===== config.mk =====
export PLATFORM = sky130hd
export DESIGN_NAME = capture_compare_array
export DESIGN_NICKNAME = d
export VERILOG_FILES = /design/src/pkg/capture_compare_array_pkg.sv /design/src/rtl/capture_compare_array.sv
export SDC_FILE = /design/constraint.sdc
export NUM_CORES = 2
export LEC_CHECK = 0
export BUFFER_PORTS_ARGS = -buffer_cell sky130_fd_sc_hd__buf_2
export CORE_ASPECT_RATIO = 1.4
export CORE_MARGIN = 4
export CORE_UTILIZATION = 35
export DETAILED_ROUTE_END_ITERATION = 10
export GPL_TIMING_DRIVEN = 1
export SLEW_MARGIN = 20
export SYNTH_ARGS = -nofsm -noshare
export SYNTH_HDL_FRONTEND = slang
export SYNTH_SLANG_ARGS = --single-unit

===== constraint.sdc =====
create_clock -name CLK_SYS -period 3.6 [get_ports CLK_SYS]
set_input_delay 0.18 -clock CLK_SYS [delete_from_list [all_inputs] [get_ports CLK_SYS]]
set_output_delay 0.18 -clock CLK_SYS [all_outputs]
set_load 0.005 [all_outputs]

===== src/pkg/capture_compare_array_pkg.sv =====
// Constants, register map and channel types of the capture/compare array.
// Assumes a 32-bit AXI4-Lite slave with an 8-bit byte address.
package capture_compare_array_pkg;

  // ---------------------------------------------------------------
  // Sizes
  // ---------------------------------------------------------------
  localparam int NUM_CH = 16;
  localparam int HALF_CH = 8;
  localparam int NUM_TB = 2;
  localparam int CNT_W = 16;
  localparam int ADDR_W = 8;
  localparam int PRESC_W = 8;
  localparam int TB_CTRL_W = 4;
  localparam int TCTRL_W = 9;
  localparam int TCTRL_STAGGER_BIT = 8;
  localparam int CFG_W = 6;
  localparam int IRQ_W = NUM_CH + NUM_TB;
  localparam int IRQ_TB_BASE = NUM_CH;

  // ---------------------------------------------------------------
  // Register map
  // ---------------------------------------------------------------
  localparam logic [ADDR_W-1:0] REG_TCTRL = 8'h00;
  localparam logic [ADDR_W-1:0] REG_TCNT [NUM_TB] = '{8'h04, 8'h0C};
  localparam logic [ADDR_W-1:0] REG_TREL [NUM_TB] = '{8'h08, 8'h10};
  localparam logic [ADDR_W-1:0] REG_ISTAT = 8'h14;
  localparam logic [ADDR_W-1:0] REG_IMASK = 8'h18;
  localparam logic [1:0] REGION_CFG = 2'h1;
  localparam logic [1:0] REGION_VAL = 2'h2;
  localparam logic [1:0] RESP_OKAY = 2'h0;
  localparam logic [1:0] RESP_SLVERR = 2'h2;

  // ---------------------------------------------------------------
  // Timer clocking
  // ---------------------------------------------------------------
  localparam logic [2:0] CLK_OVF_TIMER = 3'h6;
  localparam logic [2:0] CLK_EXT = 3'h7;
  localparam logic [2:0] CLK_DIV_MAX = 3'h5;
  // Staggered operation limits resolution to eight cycles
  localparam logic [PRESC_W-1:0] STAGGER_MASK = 8'h07;
  localparam logic [CNT_W-1:0] CNT_TOP = 16'hFFFF;
  localparam logic [CNT_W-1:0] CNT_RST = 16'h0000;
  localparam logic [TCTRL_W-1:0] TCTRL_RST = 9'h000;
  localparam logic [IRQ_W-1:0] IRQ_RST = 18'h00000;

  typedef enum logic [2:0] {
    CH_OFF = 3'h0, CAP_RISE = 3'h1, CAP_FALL = 3'h2, CAP_BOTH = 3'h3,
    CMP_M0 = 3'h4, CMP_M1 = 3'h5, CMP_M2 = 3'h6, CMP_M3 = 3'h7
  } chan_mode_e;

  typedef struct packed {
    logic dbl;
    logic single;
    logic tsel;
    chan_mode_e mode;
  } chan_cfg_s;

  typedef struct packed {
    logic run;
    logic [2:0] clksel;
  } tb_ctrl_s;

  localparam chan_cfg_s CFG_RST = chan_cfg_s'(6'h00);

  function automatic logic is_cmp(input chan_mode_e m);
    is_cmp = (m == CMP_M0) || (m == CMP_M1) || (m == CMP_M2) || (m == CMP_M3);
  endfunction : is_cmp

  function automatic logic is_once(input chan_mode_e m);
    is_once = (m == CMP_M2) || (m == CMP_M3);
  endfunction : is_once

  function automatic logic cap_hit(input chan_mode_e m, input logic rise, input logic fall);
    cap_hit = ((m == CAP_RISE) && rise) || ((m == CAP_FALL) && fall) || ((m == CAP_BOTH) && (rise || fall));
  endfunction : cap_hit

endpackage : capture_compare_array_pkg


===== src/rtl/capture_compare_array.sv =====
// Sixteen-channel capture/compare array with two reloadable time bases.
// Assumes an AXI4-Lite master and pin inputs synchronous to CLK_SYS.
//
// Design decisions made here: the AXI4-Lite interface to the registers and the placing of the registers.
module capture_compare_array
  import capture_compare_array_pkg::*;
(
  input wire logic CLK_SYS,
  input wire logic RST_B,
  input wire logic [ADDR_W-1:0] S_AXI_AWADDR,
  input wire logic S_AXI_AWVALID,
  output logic S_AXI_AWREADY,
  input wire logic [31:0] S_AXI_WDATA,
  input wire logic [3:0] S_AXI_WSTRB,
  input wire logic S_AXI_WVALID,
  output logic S_AXI_WREADY,
  output logic [1:0] S_AXI_BRESP,
  output logic S_AXI_BVALID,
  input wire logic S_AXI_BREADY,
  input wire logic [ADDR_W-1:0] S_AXI_ARADDR,
  input wire logic S_AXI_ARVALID,
  output logic S_AXI_ARREADY,
  output logic [31:0] S_AXI_RDATA,
  output logic [1:0] S_AXI_RRESP,
  output logic S_AXI_RVALID,
  input wire logic S_AXI_RREADY,
  input wire logic [NUM_CH-1:0] CC_PIN_IN,
  output logic [NUM_CH-1:0] CC_PIN_OUT,
  output logic [NUM_CH-1:0] CC_PIN_OE_B,
  input wire logic [NUM_TB-1:0] EXT_COUNT_IN,
  input wire logic OVF_TIMER_TICK,
  output logic IRQ
);

  // ---------------------------------------------------------------
  // State
  // ---------------------------------------------------------------
  logic [ADDR_W-1:0] awaddr_q;
  logic [31:0] wdata_q;
  logic [3:0] wstrb_q;
  logic aw_held_q, w_held_q, awready_q, wready_q, bvalid_q;
  logic [1:0] bresp_q;
  logic arready_q, rvalid_q;
  logic [31:0] rdata_q;
  logic [1:0] rresp_q;
  logic [TCTRL_W-1:0] tctrl_q;
  logic [IRQ_W-1:0] stat_q, mask_q;
  logic irq_q;
  logic [PRESC_W-1:0] presc_q;
  logic [NUM_TB-1:0] ext_prev_q, cnt_new_q;
  logic [CNT_W-1:0] cnt_q [NUM_TB];
  logic [CNT_W-1:0] rel_q [NUM_TB];
  chan_cfg_s cfg_q [NUM_CH];
  logic [CNT_W-1:0] val_q [NUM_CH];
  logic pin_q [NUM_CH];
  logic oe_b_q [NUM_CH];
  logic pin_in_q [NUM_CH];
  logic done_q [NUM_CH];
  logic fired_q [NUM_CH];

  wire [NUM_TB-1:0] tick, ovf, wr_tcnt;
  wire [NUM_CH-1:0] match_w, dbl_w, cap_w;
  wire [IRQ_W-1:0] evt;
  wire [NUM_TB-1:0] ext_rise = EXT_COUNT_IN & ~ext_prev_q;

  logic wr_exec, aw_acc, w_acc, ar_acc, rd_clr;
  logic [33:0] wr_old, rd_word;
  logic [31:0] wr_val;
  chan_cfg_s cfg_wr;

  // ---------------------------------------------------------------
  // Register read decode
  // ---------------------------------------------------------------
  function automatic logic [33:0] reg_read(input logic [ADDR_W-1:0] a);
    logic [3:0] idx;
    idx = a[5:2];
    reg_read = {RESP_OKAY, 32'h00000000};
    if (a[1:0] != 2'h0) begin
      reg_read[33:32] = RESP_SLVERR;
    end else if (a[7:6] == REGION_CFG) begin
      reg_read[31:0] = {26'h0000000, cfg_q[idx]};
    end else if (a[7:6] == REGION_VAL) begin
      reg_read[31:0] = {16'h0000, val_q[idx]};
    end else if (a == REG_TCTRL) begin
      reg_read[31:0] = {23'h000000, tctrl_q};
    end else if (a == REG_TCNT[0]) begin
      reg_read[31:0] = {16'h0000, cnt_q[0]};
    end else if (a == REG_TREL[0]) begin
      reg_read[31:0] = {16'h0000, rel_q[0]};
    end else if (a == REG_TCNT[1]) begin
      reg_read[31:0] = {16'h0000, cnt_q[1]};
    end else if (a == REG_TREL[1]) begin
      reg_read[31:0] = {16'h0000, rel_q[1]};
    end else if (a == REG_ISTAT) begin
      reg_read[31:0] = {14'h0000, stat_q};
    end else if (a == REG_IMASK) begin
      reg_read[31:0] = {14'h0000, mask_q};
    end else begin
      reg_read[33:32] = RESP_SLVERR;
    end
  endfunction : reg_read

  function automatic logic [PRESC_W-1:0] tick_mask(input logic [2:0] sel, input logic stagger);
    logic [PRESC_W-1:0] m;
    m = PRESC_W'((9'h001 << sel) - 9'h001);
    if (stagger) begin
      m = m | STAGGER_MASK;
    end
    tick_mask = m;
  endfunction : tick_mask

  always_comb begin
    wr_old = reg_read(awaddr_q);
    rd_word = reg_read(S_AXI_ARADDR);
    for (int b = 0; b < 4; b++) begin
      wr_val[b*8 +: 8] = wstrb_q[b] ? wdata_q[b*8 +: 8] : wr_old[b*8 +: 8];
    end
  end

  assign cfg_wr = chan_cfg_s'(wr_val[CFG_W-1:0]);

  // ---------------------------------------------------------------
  // AXI4-Lite write channel
  // ---------------------------------------------------------------
  // Address and data are latched separately, so either may come first
  assign aw_acc = awready_q & S_AXI_AWVALID;
  assign w_acc = wready_q & S_AXI_WVALID;
  assign wr_exec = aw_held_q & w_held_q & ~bvalid_q;

  always_ff @(posedge CLK_SYS) begin
    if (!RST_B) begin
      aw_held_q <= 1'b0;
      w_held_q <= 1'b0;
      awready_q <= 1'b1;
      wready_q <= 1'b1;
      awaddr_q <= '0;
      wdata_q <= 32'h00000000;
      wstrb_q <= 4'h0;
    end else begin
      if (aw_acc) begin
        awaddr_q <= S_AXI_AWADDR;
      end
      if (w_acc) begin
        wdata_q <= S_AXI_WDATA;
        wstrb_q <= S_AXI_WSTRB;
      end
      aw_held_q <= wr_exec ? 1'b0 : (aw_held_q | aw_acc);
      w_held_q <= wr_exec ? 1'b0 : (w_held_q | w_acc);
      awready_q <= wr_exec | ~(aw_held_q | aw_acc);
      wready_q <= wr_exec | ~(w_held_q | w_acc);
    end
  end

  always_ff @(posedge CLK_SYS) begin
    if (!RST_B) begin
      bvalid_q <= 1'b0;
      bresp_q <= RESP_OKAY;
    end else if (wr_exec) begin
      bvalid_q <= 1'b1;
      bresp_q <= wr_old[33:32];
    end else if (S_AXI_BREADY) begin
      bvalid_q <= 1'b0;
    end
  end

  // ---------------------------------------------------------------
  // AXI4-Lite read channel
  // ---------------------------------------------------------------
  assign ar_acc = arready_q & S_AXI_ARVALID;
  assign rd_clr = ar_acc & (S_AXI_ARADDR == REG_ISTAT);

  always_ff @(posedge CLK_SYS) begin
    if (!RST_B) begin
      arready_q <= 1'b1;
      rvalid_q <= 1'b0;
      rdata_q <= 32'h00000000;
      rresp_q <= RESP_OKAY;
    end else if (ar_acc) begin
      arready_q <= 1'b0;
      rvalid_q <= 1'b1;
      rdata_q <= rd_word[31:0];
      rresp_q <= rd_word[33:32];
    end else if (rvalid_q && S_AXI_RREADY) begin
      arready_q <= 1'b1;
      rvalid_q <= 1'b0;
    end
  end

  // ---------------------------------------------------------------
  // Control, status and interrupt
  // ---------------------------------------------------------------
  always_ff @(posedge CLK_SYS) begin
    if (!RST_B) begin
      tctrl_q <= TCTRL_RST;
      mask_q <= IRQ_RST;
    end else if (wr_exec && awaddr_q == REG_TCTRL) begin
      tctrl_q <= wr_val[TCTRL_W-1:0];
    end else if (wr_exec && awaddr_q == REG_IMASK) begin
      mask_q <= wr_val[IRQ_W-1:0];
    end
  end

  // A read clears what it returned; an event in the same cycle survives
  always_ff @(posedge CLK_SYS) begin
    if (!RST_B) begin
      stat_q <= IRQ_RST;
    end else begin
      stat_q <= (rd_clr ? IRQ_RST : stat_q) | evt;
    end
  end

  always_ff @(posedge CLK_SYS) begin
    if (!RST_B) begin
      irq_q <= 1'b0;
    end else begin
      irq_q <= |(stat_q & mask_q);
    end
  end

  // ---------------------------------------------------------------
  // Time bases
  // ---------------------------------------------------------------
  always_ff @(posedge CLK_SYS) begin
    if (!RST_B) begin
      presc_q <= '0;
      ext_prev_q <= '0;
      cnt_new_q <= '0;
    end else begin
      presc_q <= presc_q + PRESC_W'(1);
      ext_prev_q <= EXT_COUNT_IN;
      cnt_new_q <= tick;
    end
  end

  for (genvar t = 0; t < NUM_TB; t++) begin : g_tb
    tb_ctrl_s ctl;
    logic tick_raw;
    logic [PRESC_W-1:0] m;
    assign ctl = tb_ctrl_s'(tctrl_q[t*TB_CTRL_W +: TB_CTRL_W]);
    assign m = tick_mask(ctl.clksel, tctrl_q[TCTRL_STAGGER_BIT]);

    always_comb begin
      case (ctl.clksel)
        CLK_OVF_TIMER: tick_raw = OVF_TIMER_TICK;
        CLK_EXT: tick_raw = ext_rise[t];
        default: tick_raw = ((presc_q & m) == m);
      endcase
    end

    assign tick[t] = ctl.run & tick_raw;
    assign ovf[t] = tick[t] & (cnt_q[t] == CNT_TOP);
    assign wr_tcnt[t] = wr_exec & (awaddr_q == REG_TCNT[t]);
    assign evt[IRQ_TB_BASE + t] = ovf[t];

    always_ff @(posedge CLK_SYS) begin
      if (!RST_B) begin
        cnt_q[t] <= CNT_RST;
      end else if (wr_tcnt[t]) begin
        cnt_q[t] <= wr_val[CNT_W-1:0];
      end else if (ovf[t]) begin
        cnt_q[t] <= rel_q[t];
      end else if (tick[t]) begin
        cnt_q[t] <= cnt_q[t] + CNT_W'(1);
      end
    end

    always_ff @(posedge CLK_SYS) begin
      if (!RST_B) begin
        rel_q[t] <= CNT_RST;
      end else if (wr_exec && awaddr_q == REG_TREL[t]) begin
        rel_q[t] <= wr_val[CNT_W-1:0];
      end
    end

  end

  // ---------------------------------------------------------------
  // Channels
  // ---------------------------------------------------------------
  for (genvar c = 0; c < NUM_CH; c++) begin : g_ch
    chan_cfg_s cfg;
    logic [CNT_W-1:0] cnt_sel;
    logic rise, fall, toggle, wr_cfg, wr_valr;
    assign cfg = cfg_q[c];
    assign cnt_sel = cnt_q[cfg.tsel];
    assign rise = CC_PIN_IN[c] & ~pin_in_q[c];
    assign fall = ~CC_PIN_IN[c] & pin_in_q[c];
    assign wr_cfg = wr_exec & (awaddr_q[7:6] == REGION_CFG) & (awaddr_q[5:2] == 4'(c)) & (awaddr_q[1:0] == 2'h0);
    assign wr_valr = wr_exec & (awaddr_q[7:6] == REGION_VAL) & (awaddr_q[5:2] == 4'(c)) & (awaddr_q[1:0] == 2'h0);
    assign dbl_w[c] = cfg.dbl;
    assign cap_w[c] = cap_hit(cfg.mode, rise, fall);
    // compare on each new count, gated by once-per-period and single event
    assign match_w[c] = is_cmp(cfg.mode) & cnt_new_q[cfg.tsel] & (val_q[c] == cnt_sel)
      & ~(cfg.single & fired_q[c]) & ~(is_once(cfg.mode) & done_q[c]);
    assign evt[c] = cap_w[c] | match_w[c];

    // paired registers share the lower pin
    if (c < HALF_CH) begin : g_lo
      assign toggle = ((cfg.mode == CMP_M1) & match_w[c]) | (cfg.dbl & (match_w[c] | match_w[c + HALF_CH]));

    end else begin : g_hi
      assign toggle = (cfg.mode == CMP_M1) & match_w[c] & ~dbl_w[c - HALF_CH];
    end

    always_ff @(posedge CLK_SYS) begin
      if (!RST_B) begin
        cfg_q[c] <= CFG_RST;
      end else if (wr_cfg) begin
        cfg_q[c] <= cfg_wr;
      end
    end

    // capture wins over a software write
    always_ff @(posedge CLK_SYS) begin
      if (!RST_B) begin
        val_q[c] <= CNT_RST;
      end else if (cap_w[c]) begin
        val_q[c] <= cnt_sel;
      end else if (wr_valr) begin
        val_q[c] <= wr_val[CNT_W-1:0];
      end
    end

    always_ff @(posedge CLK_SYS) begin
      if (!RST_B) begin
        pin_in_q[c] <= 1'b0;
      end else begin
        pin_in_q[c] <= CC_PIN_IN[c];
      end
    end

    // one action per period, freed on overflow
    always_ff @(posedge CLK_SYS) begin
      if (!RST_B) begin
        done_q[c] <= 1'b0;
      end else if (ovf[cfg.tsel]) begin
        done_q[c] <= 1'b0;
      end else if (match_w[c]) begin
        done_q[c] <= 1'b1;
      end
    end

    // re-armed only by writing the option again
    always_ff @(posedge CLK_SYS) begin
      if (!RST_B) begin
        fired_q[c] <= 1'b0;
      end else if (match_w[c] && cfg.single) begin
        fired_q[c] <= 1'b1;
      end else if (wr_cfg && cfg_wr.single) begin
        fired_q[c] <= 1'b0;
      end
    end

    always_ff @(posedge CLK_SYS) begin
      if (!RST_B) begin
        pin_q[c] <= 1'b0;
      end else if (cfg.mode == CMP_M3) begin
        // set on match, clear on overflow
        if (match_w[c]) begin
          pin_q[c] <= 1'b1;
        end else if (ovf[cfg.tsel]) begin
          pin_q[c] <= 1'b0;
        end
      end else if (toggle) begin
        pin_q[c] <= ~pin_q[c];
      end
    end

    // pin driven only by pin-affecting compare modes
    always_ff @(posedge CLK_SYS) begin
      if (!RST_B) begin
        oe_b_q[c] <= 1'b1;
      end else begin
        oe_b_q[c] <= ~((cfg.mode == CMP_M1) | (cfg.mode == CMP_M3) | ((c < HALF_CH) & cfg.dbl));
      end
    end

    assign CC_PIN_OUT[c] = pin_q[c];
    assign CC_PIN_OE_B[c] = oe_b_q[c];

  end

  assign S_AXI_AWREADY = awready_q;
  assign S_AXI_WREADY = wready_q;
  assign S_AXI_BVALID = bvalid_q;
  assign S_AXI_BRESP = bresp_q;
  assign S_AXI_ARREADY = arready_q;
  assign S_AXI_RVALID = rvalid_q;
  assign S_AXI_RDATA = rdata_q;
  assign S_AXI_RRESP = rresp_q;
  assign IRQ = irq_q;

endmodule : capture_compare_array


==> impl_metrics.toml <==
[route]
drt_first_pass_iters = 6
antenna_left = 0
via_per_inst = 6.49
wire_per_inst_microns = 33.2
vias = 35541
drc_errors = 0
drtIter0Drc = 5122
drt_wl_total_mm = 182

[pwr]
p_leak_uw = 0.0163
p_sw_share_pct = 30.7
ir_drop_mv = 0.403
seqPwrFrac_pct = 43.3
power.share.combinational_pct = 19.2
power_frac_clock_pct = 37.5
intPower_uw = 13500
netSwitchingPower_uw = 5970
total_power_uw = 19400
power_density_nw_per_um2 = 415

[synth]
syn_area_sq_um = 39900
async_reset_ff_share_pct = 0
ys_warn_count = 0
synth_edf_count = 461
synth_area_per_cell_sq_um = 10.6
synth-seq-cells = 613
yosysTopAreaCellShare_pct = 34.7
seq_area_frac_synth_pct = 42.4
yosys.area.top_type = "edfxtp_1"
synth_area_leaders = "edfxtp_1 (35%), mux4_2 (11%), mux2i_1 (8.1%), dfxtp_1 (7.6%), o22ai_1 (4.5%)"
synthFlopType = "edfxtp_1"
synth_cells = 3744
synth_cell_types = 77

[global_routing]
grt_pass1_wl_mm = 254
use_met1_pct = 34.4
use_met2_pct = 46.6
antenna_found_initial = 4
grt_util_all_layers_pct = 29.3
grt_pass1_vias = 33793
grt_max_degree = 96
busiest_layer = "met2"
gr-total-overflow = 0
met3_usage_pct = 4.03

[run_status]
violations = "setup timing"
outcome = "finished with violations"

[critical_path]
slowest_stage = "edfxtp_1"
path_buf_inv = 1
crit_required_ps = 4060
critical_path_class = "reg -> reg"
crit_arrival_ps = 4070
end_kind = "flop"
cp_cell_sequence = "mux2i_1, xor2_1, o211ai_1, nor4_1, buf_4, a21oi_1, o41ai_1"
cp_max_fo = 18
critical_path.top_delay_family = "flip-flops"
start_kind = "flop"
max_stage_delay_ps = 920

[clocking]
cts_tree = "yes"
h-tree-depth = 2
clock-sinks = 613
cts_setup_buffers = 0
root_buffer = "clkbuf_16"
path_clk_slew_ps = 70
worstSkewPairLatency_ps = 680
cts_made_buffers = 61
clockBufferDepth = 3

[sta]
finalWorstSetupSlack_ps = -5.33
period_share_pct = 100
period_needed_ps = 3610
maxSlewViolCount = 0
tightest_slew_ps = 1120
rsz0062_at_grt = "false"
slew_headroom_pct = 25.5
fmax_mhz = 277
tns_ps = -5.33
hold_viol = 0
setup_viol = 1
fin_skew_ps = 35.8

[finish]
fin_cells = 5475
final_common_cell = "edfxtp_1"
layout-drive-gt1-share_pct = 20.6
nFillCells = 10735
area_delta_synth_final_pct = 17.4
final_cell_mix = "edfxtp_1 (461), mux2i_1 (324), nand2_1 (301)"
design_area_sq_um = 46800
final_core_util_pct = 41.4
nets = 4053

[placement]
dpl_cell_area_sq_um = 44100
dp_cells = 5305
gp_congestion = 1.03
portBuffers = 120
dp_hpwl_mm = 138

[die]
die_w_microns = 293
num_rows = 146
core_sq_um = 113000
die-area_sq_um = 119000
ios = 152
die_h_microns = 407
start_util_pct = 35.3

[min_path]
worstHoldPathType = "in -> reg"

[run]
cap_violations = 0
==> layout make-up <==
type / count / area [sq um] / share of cell area (%)
clock inverter: 28 / 325 / 0.695
timing repair buffer: 509 / 4340 / 9.27
clock buffer: 88 / 1910 / 4.08
sequential: 613 / 16900 / 36.1
tap: 1480 / 1850 / 3.96
antenna: 3 / 7.51 / 0.0160
inverter: 52 / 198 / 0.422
multi-input combinational: 2702 / 21300 / 45.5
==> logic make-up after synthesis <==
kind of cell	share of synthesized area [%]
adder cells (fa/ha/maj)	1.13
buffers and inverters	4.91
other	0.00941
AO/OA/AOI/OAI	14.2
AND/OR/NAND/NOR	11.2
flip-flops	42.4
XOR/XNOR	6.26
multiplexers	19.9
==> sequential cells by signal, summed over array words and instances, names as in the netlist, 18 cells and up, named ones only <==
signal       count
stat_q          18
cnt_q           32
mask_q          18
S_AXI_RDATA     18
val_q          256
cfg_q           96
rel_q           32
wdata_q         18
==> worst min-delay path, delay by kind of cell <==
kind	cells	cell delay, ps
compound gates	1	60
buf+inv	1	90
simple gates	2	320
==> cell usage after synthesis, types with 31 or more instances <==
| master | n |
|---|---|
| o21ai_0 | 113 |
| edfxtp_1 | 461 |
| o22ai_1 | 287 |
| mux2i_1 | 324 |
| buf_2 | 131 |
| nand3_1 | 84 |
| clkbuf_1 | 199 |
| nor3_1 | 39 |
| buf_1 | 32 |
| ha_1 | 36 |
| o211ai_1 | 50 |
| inv_1 | 52 |
| and3_1 | 31 |
| nand2_1 | 301 |
| a221oi_1 | 32 |
| or3_1 | 56 |
| nor4_1 | 47 |
| xnor2_1 | 180 |
| a21oi_1 | 166 |
| mux4_2 | 202 |
| nor2_1 | 279 |
| dfxtp_1 | 152 |
| xor2_1 | 105 |
| a211oi_1 | 45 |
==> stage by stage <==
step	worst slack, ps	hold slack, ps
2_1_floorplan	609	302
3_3_place_gp	263	423
3_5_place_dp	213	422
4_1_cts	136	28.8
5_1_grt	94.2	85.7
6_report	-5.33	41.0
==> worst paths after layout <==
kind,startpoint,end,slack (ps),cells past startpoint
setup / recovery,cnt_q[1][12],pin_q[0][2],-5,7
hold / removal,S_AXI_AWVALID,awaddr_q[1],40,4
setup reg to reg,cnt_q[1][12],pin_q[0][2],-5,7
hold reg to reg,S_AXI_RDATA[6],S_AXI_RDATA[6],460,2
==> power by group through the flow <==
| stage | Combinational (uW) | Clock, uW | Sequential [uW] |
|---|---|---|---|
| CTS | 3630 | 7320 | 8390 |
| detailed placement | 3570 | 0 | 8540 |
| floorplan | 2040 | 0 | 8260 |
| global placement | 3550 | 0 | 8530 |
| global route | 3820 | 7580 | 8420 |
| finish | 3740 | 7300 | 8410 |
==> metal layers <==
layer / wire [microns] / vias up
li1: - / 14741
met1: 62600 / 17735
met2: 82700 / 2433
met3: 15200 / 628
met4: 21200 / 4
met5: 30 / -
==> what timing repair did <==
action,CTS,global route
endpoints found under the setup margin,0,0
gates resized for setup,0,0
endpoints found under the hold margin,56,0
hold buffers,51,0
No activity file was read; power rests on OpenSTA's default activity.
